<file path="src/nvot_map.vh">
// constants for the nonvolatile array operation timing sequencer
`ifndef NVOT_MAP_VH
`define NVOT_MAP_VH
// row geometry
`define NVOT_ROW_WORDS        6'd32
`define NVOT_ROW_LAST         5'd31
// single word: timebase periods and bus cycles
`define NVOT_SW_TB            16'd9
`define NVOT_SW_BUS           16'd25
// consecutive word in a row
`define NVOT_CW_TB            16'd4
`define NVOT_CW_BUS           16'd9
// erase durations in timebase periods
`define NVOT_SECTOR_TB        16'd4000
`define NVOT_MASS_TB          16'd20000
// blank check setup in bus cycles
`define NVOT_BC_SETUP         16'd10
// commands
`define NVOT_CMD_PROG         3'd1
`define NVOT_CMD_SECTOR       3'd2
`define NVOT_CMD_MASS         3'd3
`define NVOT_CMD_BLANK        3'd4
// array select
`define NVOT_ARR_FLASH        1'b0
`define NVOT_ARR_EEPROM       1'b1
`endif

</file>
<file path="src/nvot_seq.v">
// program, erase and blank check duration sequencer
`timescale 1ns/1ps
`default_nettype none
`include "nvot_map.vh"
module nvot_seq (
   input  wire        core_clk,
   input  wire        reset_n,
   input  wire        osc_clk_in,
   input  wire [7:0]  flash_div,
   input  wire [7:0]  eeprom_div,
   input  wire        cmd_valid,
   input  wire [2:0]  cmd_op,
   input  wire        cmd_array,
   input  wire [15:0] bc_word_count,
   output reg         cmd_ready,
   output reg         busy,
   output reg         done,
   output reg         in_row,
   output reg  [5:0]  row_word_count,
   output reg         bc_addr_valid,
   output reg  [15:0] bc_addr,
   input  wire        bc_word_blank,
   output reg         bc_fail,
   output reg  [15:0] bc_fail_addr,
   output reg         op_timebase_tick
);
   // ***************************************************************
   // states
   // ***************************************************************
   localparam [4:0] ST_IDLE  = 5'b00001;
   localparam [4:0] ST_TB    = 5'b00010;
   localparam [4:0] ST_BUS   = 5'b00100;
   localparam [4:0] ST_SETUP = 5'b01000;
   localparam [4:0] ST_SCAN  = 5'b10000;

   reg [4:0]  state_q;
   reg [15:0] tb_left_q;
   reg [15:0] bus_left_q;
   reg        arr_q;
   reg [15:0] bc_last_q;
   reg [2:0]  osc_sync_q;
   reg [7:0]  div_cnt_q;

   // ***************************************************************
   // operation timebase
   // ***************************************************************
   // oscillator passes two flops before use; the third is edge history
   always @(posedge core_clk) begin
      if (!reset_n) begin
         osc_sync_q <= 3'h0;
      end else begin
         osc_sync_q <= {osc_sync_q[1:0], osc_clk_in};
      end
   end

   wire osc_rise = osc_sync_q[1] & ~osc_sync_q[2];
   // per-array divider; divider value n gives one tick per n+1 osc edges
   wire [7:0] div_sel = arr_q ? eeprom_div : flash_div;

   always @(posedge core_clk) begin
      if (!reset_n) begin
         div_cnt_q        <= 8'h00;
         op_timebase_tick <= 1'b0;
      end else begin
         op_timebase_tick <= 1'b0;
         if (state_q != ST_TB) begin
            // restart phase per word; no ticks may land in the bus part
            div_cnt_q <= 8'h00;
         end else if (osc_rise) begin
            if (div_cnt_q >= div_sel) begin
               div_cnt_q        <= 8'h00;
               op_timebase_tick <= 1'b1;
            end else begin
               div_cnt_q <= div_cnt_q + 8'h01;
            end
         end
      end
   end

   // ***************************************************************
   // sequencer
   // ***************************************************************
   always @(posedge core_clk) begin
      if (!reset_n) begin
         state_q        <= ST_IDLE;
         tb_left_q      <= 16'h0000;
         bus_left_q     <= 16'h0000;
         arr_q          <= 1'b0;
         bc_last_q      <= 16'h0000;
         cmd_ready      <= 1'b0;
         busy           <= 1'b0;
         done           <= 1'b0;
         in_row         <= 1'b0;
         row_word_count <= 6'h00;
         bc_addr_valid  <= 1'b0;
         bc_addr        <= 16'h0000;
         bc_fail        <= 1'b0;
         bc_fail_addr   <= 16'h0000;
      end else begin
         done      <= 1'b0;
         cmd_ready <= 1'b0;
         case (state_q)
            ST_IDLE: begin
               busy      <= 1'b0;
               cmd_ready <= ~cmd_valid;
               if (cmd_valid) begin
                  busy   <= 1'b1;
                  arr_q  <= cmd_array;
                  in_row <= 1'b0;
                  case (cmd_op)
                     `NVOT_CMD_PROG: begin
                        tb_left_q      <= `NVOT_SW_TB;
                        bus_left_q     <= `NVOT_SW_BUS;
                        row_word_count <= 6'h01;
                        state_q        <= ST_TB;
                     end
                     `NVOT_CMD_SECTOR: begin
                        tb_left_q  <= `NVOT_SECTOR_TB;
                        bus_left_q <= 16'h0000;
                        state_q    <= ST_TB;
                     end
                     `NVOT_CMD_MASS: begin
                        tb_left_q  <= `NVOT_MASS_TB;
                        bus_left_q <= 16'h0000;
                        state_q    <= ST_TB;
                     end
                     `NVOT_CMD_BLANK: begin
                        bus_left_q <= `NVOT_BC_SETUP;
                        bc_last_q  <= bc_word_count - 16'h0001;
                        bc_fail    <= 1'b0;
                        state_q    <= ST_SETUP;
                     end
                     default: begin
                        busy    <= 1'b0;
                        done    <= 1'b1;                   // unknown op
                     end
                  endcase
               end
            end
            ST_TB: begin
               // timebase part of the duration
               if (op_timebase_tick) begin
                  if (tb_left_q == 16'h0001) begin
                     tb_left_q <= 16'h0000;
                     state_q   <= (bus_left_q == 16'h0000) ? ST_IDLE : ST_BUS;
                     if (bus_left_q == 16'h0000) begin
                        done <= 1'b1;
                        busy <= 1'b0;
                     end
                  end else begin
                     tb_left_q <= tb_left_q - 16'h0001;
                  end
               end
            end
            ST_BUS: begin
               // bus cycle part; row chaining decided at the last cycle
               if (bus_left_q == 16'h0001) begin
                  done      <= 1'b1;
                  cmd_ready <= 1'b1;
                  if (arr_q == `NVOT_ARR_FLASH &&
                      (row_word_count == 6'h01 || in_row) &&
                      row_word_count < `NVOT_ROW_WORDS &&
                      cmd_valid && cmd_op == `NVOT_CMD_PROG &&
                      cmd_array == `NVOT_ARR_FLASH) begin
                     in_row         <= 1'b1;
                     row_word_count <= row_word_count + 6'h01;
                     tb_left_q      <= `NVOT_CW_TB;
                     bus_left_q     <= `NVOT_CW_BUS;
                     state_q        <= ST_TB;
                  end else begin
                     in_row  <= 1'b0;
                     busy    <= 1'b0;
                     state_q <= ST_IDLE;
                  end
               end else begin
                  bus_left_q <= bus_left_q - 16'h0001;
               end
            end
            ST_SETUP: begin
               if (bus_left_q == 16'h0001) begin
                  bc_addr       <= 16'h0000;
                  bc_addr_valid <= 1'b1;
                  state_q       <= ST_SCAN;
               end else begin
                  bus_left_q <= bus_left_q - 16'h0001;
               end
            end
            ST_SCAN: begin
               // one bus cycle per word, stop at first non-blank
               if (!bc_word_blank) begin
                  bc_fail       <= 1'b1;
                  bc_fail_addr  <= bc_addr;
                  bc_addr_valid <= 1'b0;
                  done          <= 1'b1;
                  busy          <= 1'b0;
                  state_q       <= ST_IDLE;
               end else if (bc_addr == bc_last_q) begin
                  bc_addr_valid <= 1'b0;
                  done          <= 1'b1;
                  busy          <= 1'b0;
                  state_q       <= ST_IDLE;
               end else begin
                  bc_addr <= bc_addr + 16'h0001;
               end
            end
            default: begin
               state_q <= ST_IDLE;
               busy    <= 1'b0;
            end
         endcase
      end
   end

endmodule
`default_nettype wire

</file>
<file path="config.mk">
export PLATFORM = sky130hd
export DESIGN_NAME = nvot_seq
export DESIGN_NICKNAME = d
export VERILOG_FILES = /design/src/nvot_seq.v
export VERILOG_INCLUDE_DIRS = /design/src /design/src/src
export SDC_FILE = /design/constraint.sdc
export NUM_CORES = 1
export LEC_CHECK = 0
export BUFFER_PORTS_ARGS = -buffer_cell sky130_fd_sc_hd__buf_2
export CELL_PAD_IN_SITES_DETAIL_PLACEMENT = 1
export CELL_PAD_IN_SITES_GLOBAL_PLACEMENT = 1
export CORE_MARGIN = 10
export CORE_UTILIZATION = 38
export CTS_BUF_LIST = sky130_fd_sc_hd__clkbuf_16
export DETAILED_ROUTE_END_ITERATION = 10
export GPL_TIMING_DRIVEN = 0
export PLACE_DENSITY_LB_ADDON = 0.1
export SYNTH_ARGS = -nofsm -noshare
export SYNTH_HDL_FRONTEND = slang
export SYNTH_SLANG_ARGS = --single-unit
</file>
<file path="constraint.sdc">
create_clock -name core_clk -period 2.35 [get_ports core_clk]
set_input_delay 0.3525 -clock core_clk [delete_from_list [all_inputs] [get_ports core_clk]]
set_output_delay 0.3525 -clock core_clk [all_outputs]
set_load 0.01 [all_outputs]
</file>
==> run metrics, run 1 <==
GRT Residual Overflow=0; clk sinks=110; chip width=approximately 140 µm; number of warnings issued by yosys=0; non-filler cells, final=between 1000 and 1500; Root Driver=clkbuf_16; Core Util, Final=between 40% and 50%; Yosys top cell area share=between 30% and 40%; Placed Instance Area=~6600 µm²; count leader, synth=dfxtp_1; Remaining DRCs=0; cts bufs inserted=9; worst-case clock buffer depth=2; Die Area=between 20000 and 25000 µm²; # diodes=0; Syn Area/Cell=just under 8 µm²; CTS H-Tree Depth=3; vias per cell=approximately 5.6; global-route wire length before repair=32.93 mm; cell accounting for the most synthesized area=dfxtp_1; IO buf count=83; gr usage total=a little under 20%; Reg clk slew, reported paths=~0.080 ns; router iterations before antenna repair=4; sequential share of the synthesized area=37.19%; post-DR wirelength/cell=between 15 and 20 µm; status=complete, no violations; Post-DP HPWL=around 15 mm; Slew @ Worst Pin=between 0.7 and 0.8 ns; hold buffer count at cts=0; Rel. slew slack=47.46%; Placed Cells=roughly 1000; setup TNS=0 ns; Area Growth Syn to Fin=23.49%; Mapped Area=a little under 6000 µm²; worst path required time=2.61 ns; fraction of registers with async set/reset=0%; Hold WC Path Type=in2reg; crit path kind=reg2reg; main area contributors after synthesis=dfxtp_1 (37%), nor2_1 (6.5%), xnor2_1 (5.5%); max-cap violation count=0; largest net degree at the start of global routing=20; DR iter-0 viols=roughly 270; clock insertion delay at the later pin of the skew report=0.37 ns; Peak VDD IR=around 0.36 mV; EDFF count, synth=0; Synth Register Bits=between 100 and 150; Post-synth top cells=dfxtp_1 (110), nor2_1 (103), nand2_1 (62); Clock Skews=0.007649 ns; Die Y=roughly 140 µm; Final nets=between 900 and 1000; CTS tree=done; vias in the first global route=~6400; post-route ant nets=0; final wirelength=20.66 mm; Final period util=between 90% and 100%; PD cells=between 600 and 700 nW/µm²; Startpoint Class=register; initial antenna violation count=0; peak fanout along the critical path=4; RSZ-0062 raised after global routing=yes; core area=15260 µm²; crit path time final=~2.3 ns; initial core utilization=approximately 39%; Mapped Cells=746; # IOs=86; P_leak=roughly 2.7 nW; prevailing post-synth register cell=dfxtp_1; row count=45; layout cells sized above 1=roughly 22%; Worst Setup End Kind=register; fin area=roughly 7300 µm²; Vias=approximately 6000; Final Hold Vio Count=0; critical path arrival=2.59 ns; Final Max Slew Viols=0; fmax=about 430 MHz; RePlAce Congestion=between 0.8 and 0.9; syn_nets=805; Final Setup Violations=0; Cell variety after synth=63
metal layers:
| metal | up-vias | track usage [%] | wire length [µm] |
|---|---|---|---|
| li1 | 2891 | - | - |
| met1 | 2956 | 22.26 | 8866 |
| met2 | 99 | 35.24 | 10640 |
| met3 | 31 | 4.694 | 768 |
| met4 | 0 | 6.596 | 383 |
| met5 | - | 0 | 0 |
path summary, 6_finish.rpt:
kind                     from  cells after the start  slack (ns)             to
max              tb_left_q[3]                      6        0.02           busy
min          bc_word_count[0]                      2        0.21   bc_last_q[0]
max reg2reg      tb_left_q[3]                      6        0.02           busy
min reg2reg     osc_sync_q[0]                      1        0.45  osc_sync_q[1]
final cells by class:
| class | count | area, µm² |
|---|---|---|
| Sequential cell | 110 | 2231 |
| Fill cell | 1867 | 7945 |
| Inverter | 18 | 67.56 |
| Clock inverter | 6 | 73.82 |
| Tap cell | 211 | 264.0 |
| Multi-Input combinational cell | 581 | 3735 |
| Clock buffer | 9 | 225.2 |
| Timing Repair Buffer | 104 | 573.1 |
| Buffer | 28 | 143.9 |
cell usage in the layout, fill, tap and decap left out, types with 9 or more instances in the layout:
cell type and n:
nor2_1 98, dfxtp_1 95, buf_2 85, nand2_1 60, a21oi_1 59, o21ai_0 40, xnor2_1 37, nor3_1 26
buf_4 24, nand3_1 24, a211oi_1 23, ha_1 18, inv_1 17, clkbuf_1 14, and3_1 13, nand4_1 12
xor2_1 12, nand3b_1 11, dfxtp_2 11, and2_1 10, nor2b_1 9, nor4_1 9, clkbuf_16 9
flip-flops by register name, summed over array words and instances, names as in the netlist:
signal and cells:
state_q 5, osc_sync_q 3, bc_fail 1, bc_fail_addr 16, arr_q 1, row_word_count 6
div_cnt_q 8, tb_left_q 16, bc_addr 16, busy 1, done 1, bc_last_q 16
op_timebase_tick 1, bc_addr_valid 1, bus_left_q 16, in_row 1, cmd_ready 1
cells by family (layout without fill, tap and decap cells):
kind of cell	count (synthesis)	count (layout)	share of synthesized area, %
simple gates	325	325	27.40
compound gates	177	177	18.55
flops	110	110	37.19
buf+inv	55	165	3.718
xor+xnor	49	49	7.247
fa+ha+maj	18	18	3.803
mux	12	12	2.092
worst max-delay path, stage by stage (launching register included):
cell,delay (ns)
dfxtp_1,0.34
nor4_4,0.38
nand4b_1,0.26
o31ai_1,0.56
o211ai_1,0.30
a21o_1,0.25
o2111a_1,0.13
through the flow:
stage               power (mW)  worst slack [ns]  hold slack (ns)
global route             4.616          -0.07768           0.2167
floorplan                2.489           0.05823           0.4119
finish                   4.408           0.02075           0.2136
global placement         2.695           -0.6465           0.4276
detailed placement       2.724           -0.6716           0.4293
CTS                      4.395         0.0005114           0.2059
power by group:
part	total (mW)	internal (mW)	switching (mW)
logic	0.787	0.321	0.467
registers	1.99	1.92	0.0758
clock network	1.63	0.843	0.783
what timing repair did:
item,CTS,global route
pin swaps,8,11
setup buffers,12,9
gates resized for setup,43,52
setup endpoints to repair,102,85
(Power assumes the default switching activity.)
==> run 2: changes to the inputs <==
BUFFER_PORTS_ARGS = -buffer_cell sky130_fd_sc_hd__buf_4   (was -buffer_cell sky130_fd_sc_hd__buf_2)
CORE_MARGIN = 2   (was 10)
==> run 2 against run 1 <==
Sequential share of layout area shrank 0.79 points; non-clock buffer count shrank 2; highest routed layer unchanged; maximum frequency grew 2.1%; worst setup slack gained 0.049 ns; cell count shrank 2.2%; power shrank 0.95%; clock power shrank 5%.
==> run metrics, run 2 (same netlist as run 1, synthesis figures left out) <==
Post-DP HPWL=14.84 mm (-3.2%); non-filler cells, final=1044 (-2.2%); Root Driver=clkbuf_16; cell count of the worst reg-to-reg path=6 (unchanged); fin area=7491 µm² (+2.4%); status=complete, no violations; Slowest cell on crit path=or4_4; hold buffer count at cts=0 (unchanged); Peak VDD IR=0.3740 mV (+2.5%); layout cells sized above 1=22.08% (-0.23 points); chip width=128.8 µm (-11%); max-cap violation count=0 (unchanged); Placed Cells=1017 (-2.2%); Remaining DRCs=0 (unchanged); Final Setup Violations=0 (unchanged); Worst path top cell family by delay=simple AND/OR/NAND/NOR gates; critical path arrival=2.58 ns (about the same); clock insertion delay at the later pin of the skew report=0.37 ns (about the same); row count=45 (unchanged); most common cell after layout, fill and taps aside=buf_4; worst-case clock buffer depth=2 (unchanged); crit path kind=reg2reg; Placed Instance Area=6780 µm² (+2.7%); Final WS setup=0.06970 ns (+0.04895 ns); Reg clk slew, reported paths=0.08 ns (about the same); crit path time final=2.280 ns (-0.04895 ns); # diodes=0 (unchanged); Core Util, Final=49.28% (+1.3 points); Critical Path Source=state_q[2]; Final period util=97.03% (-2.1 points); Min-Delay Endpoint=bc_last_q[0]; fmax=438.5 MHz (+2.1%); initial core utilization=38.95% (+0.14 points); Vias=5974 (-0.050%); worst path required time=2.65 ns (+0.04 ns); Die Y=128.8 µm (-11%); Rel. slew slack=49.06% (+1.6 points); Hold WC Path Type=in2reg; largest net degree at the start of global routing=21 (+5.0%); Die Area=16600 µm² (-21%); PD cells=582.8 nW/µm² (-3.3%); DR iter-0 viols=305 (+13%); cell breakdown of the critical path=or3_4, or3b_4, or2_1, buf_6, or4_4, a21oi_2; post-DR wirelength/cell=19.24 µm (-0.62%); Hold Path Stages=2 (unchanged); peak fanout along the critical path=6 (+2); Buf/Inv on CP=1 (+1); FF-to-FF setup slack=0.07 ns (+0.05 ns); critical path's largest stage delay=0.47 ns (-0.09 ns); post-route ant nets=0 (unchanged); most frequent cells in the layout=buf_4 (104), dfxtp_1 (99), nor2_1 (96); Fill cells=1822 (-2.4%); gr usage total=24.56% (+4.9 points); Reg-to-Reg End=bc_addr[12]; Final Hold Vio Count=0 (unchanged); Startpoint Class=register; final wirelength=20.09 mm (-2.8%); P_leak=2.751 nW (+0.16%); # IOs=86 (unchanged); Slew @ Worst Pin=0.7572 ns (-0.03088 ns); clk sinks=110 (unchanged); global-route wire length before repair=32.38 mm (-1.7%); R2R Path Start=state_q[2]; GRT Residual Overflow=0 (unchanged); vias per cell=5.722 (+2.2%); CTS tree=done; hold path start=bc_word_count[0]; IO buf count=83 (unchanged); Final nets=910 (-0.11%); Final Max Slew Viols=0 (unchanged); Worst Setup End Kind=register; cts bufs inserted=9 (unchanged); Setup WS pre-CTS=-0.6342 ns (+0.03743 ns); overall power=4.366 mW (-0.95%); Reg area=2226 µm² (-0.22%); area of the multi-input gates=3756 µm² (+0.57%); CTS H-Tree Depth=3 (unchanged); Clock Skews=0.01297 ns (+0.005323 ns); vias in the first global route=6360 (-0.95%); Area Growth Syn to Fin=26.49%; initial antenna violation count=0 (unchanged); router iterations before antenna repair=5 (+1); core area=15200 µm² (-0.37%); RePlAce Congestion=0.8573 (-2.7%)
[run 2: cell count changes in the layout (fill, tap and decap cells not counted), sizes merged]
| cell | delta |
|---|---|
| inv | -1 |
| clkbuf | +2 |
| or2 | +1 |
| clkinvlp | +2 |
| clkinv | +1 |
| buf | -4 |
| bufinv | -1 |
[run 2: stage by stage]
| stage | setup TNS, ns | hold WS (ns) |
|---|---|---|
| floorplan | 0 | 0.4119 |
| global placement | -28.61 | 0.4252 |
| detailed placement | -35.24 | 0.4411 |
| CTS | 0 | 0.1897 |
| global route | -0.02294 | 0.2055 |
| finish | 0 | 0.2011 |
[run 2: area by class of cell]
cell class / count / area share, %
multi-input cells: 582 / 50.14
flip-flops and latches: 110 / 29.71
repair buffers: 101 / 10.09
well taps: 188 / 3.140
clock buffers: 9 / 3.007
plain buffers: 29 / 2.171
inverters: 18 / 0.9020
clock inverters: 7 / 0.8351
[run 2: timing repair]
item / CTS / global route
cloned: 0 / 2
setup buffers: 13 / 4
endpoints found under the setup margin: 99 / 79
resized for setup: 46 / 46
pin swaps: 10 / 11
[run 2: routing by layer]
metal	wire length [µm]	up-vias	part of all wire (%)	GRT usage, %
met1	8568	2938	43	28.90
met3	621	40	3.1	4.324
met5	0	-	0	0
met2	10360	113	52	44.44
li1	-	2883	-	-
met4	541	0	2.7	9.335
[run 2: where the power goes]
part	total, mW	switching, mW	internal (mW)
sequential	2.00	0.0777	1.92
combinational	0.822	0.478	0.345
clock	1.55	0.800	0.746
[run 2: worst max path at each step]
| stage | to | slack [ns] | cells past startpoint |
|---|---|---|---|
| finish | bc_addr[12] | 0.07 | 6 |
| global placement | bc_addr[10] | -0.59 | 7 |
| detailed placement | bc_addr[0] | -0.63 | 8 |
| floorplan | div_cnt_q[1] | 0.06 | 9 |
| CTS | busy | 0.008 | 6 |
| global route | tb_left_q[5] | -0.01 | 8 |
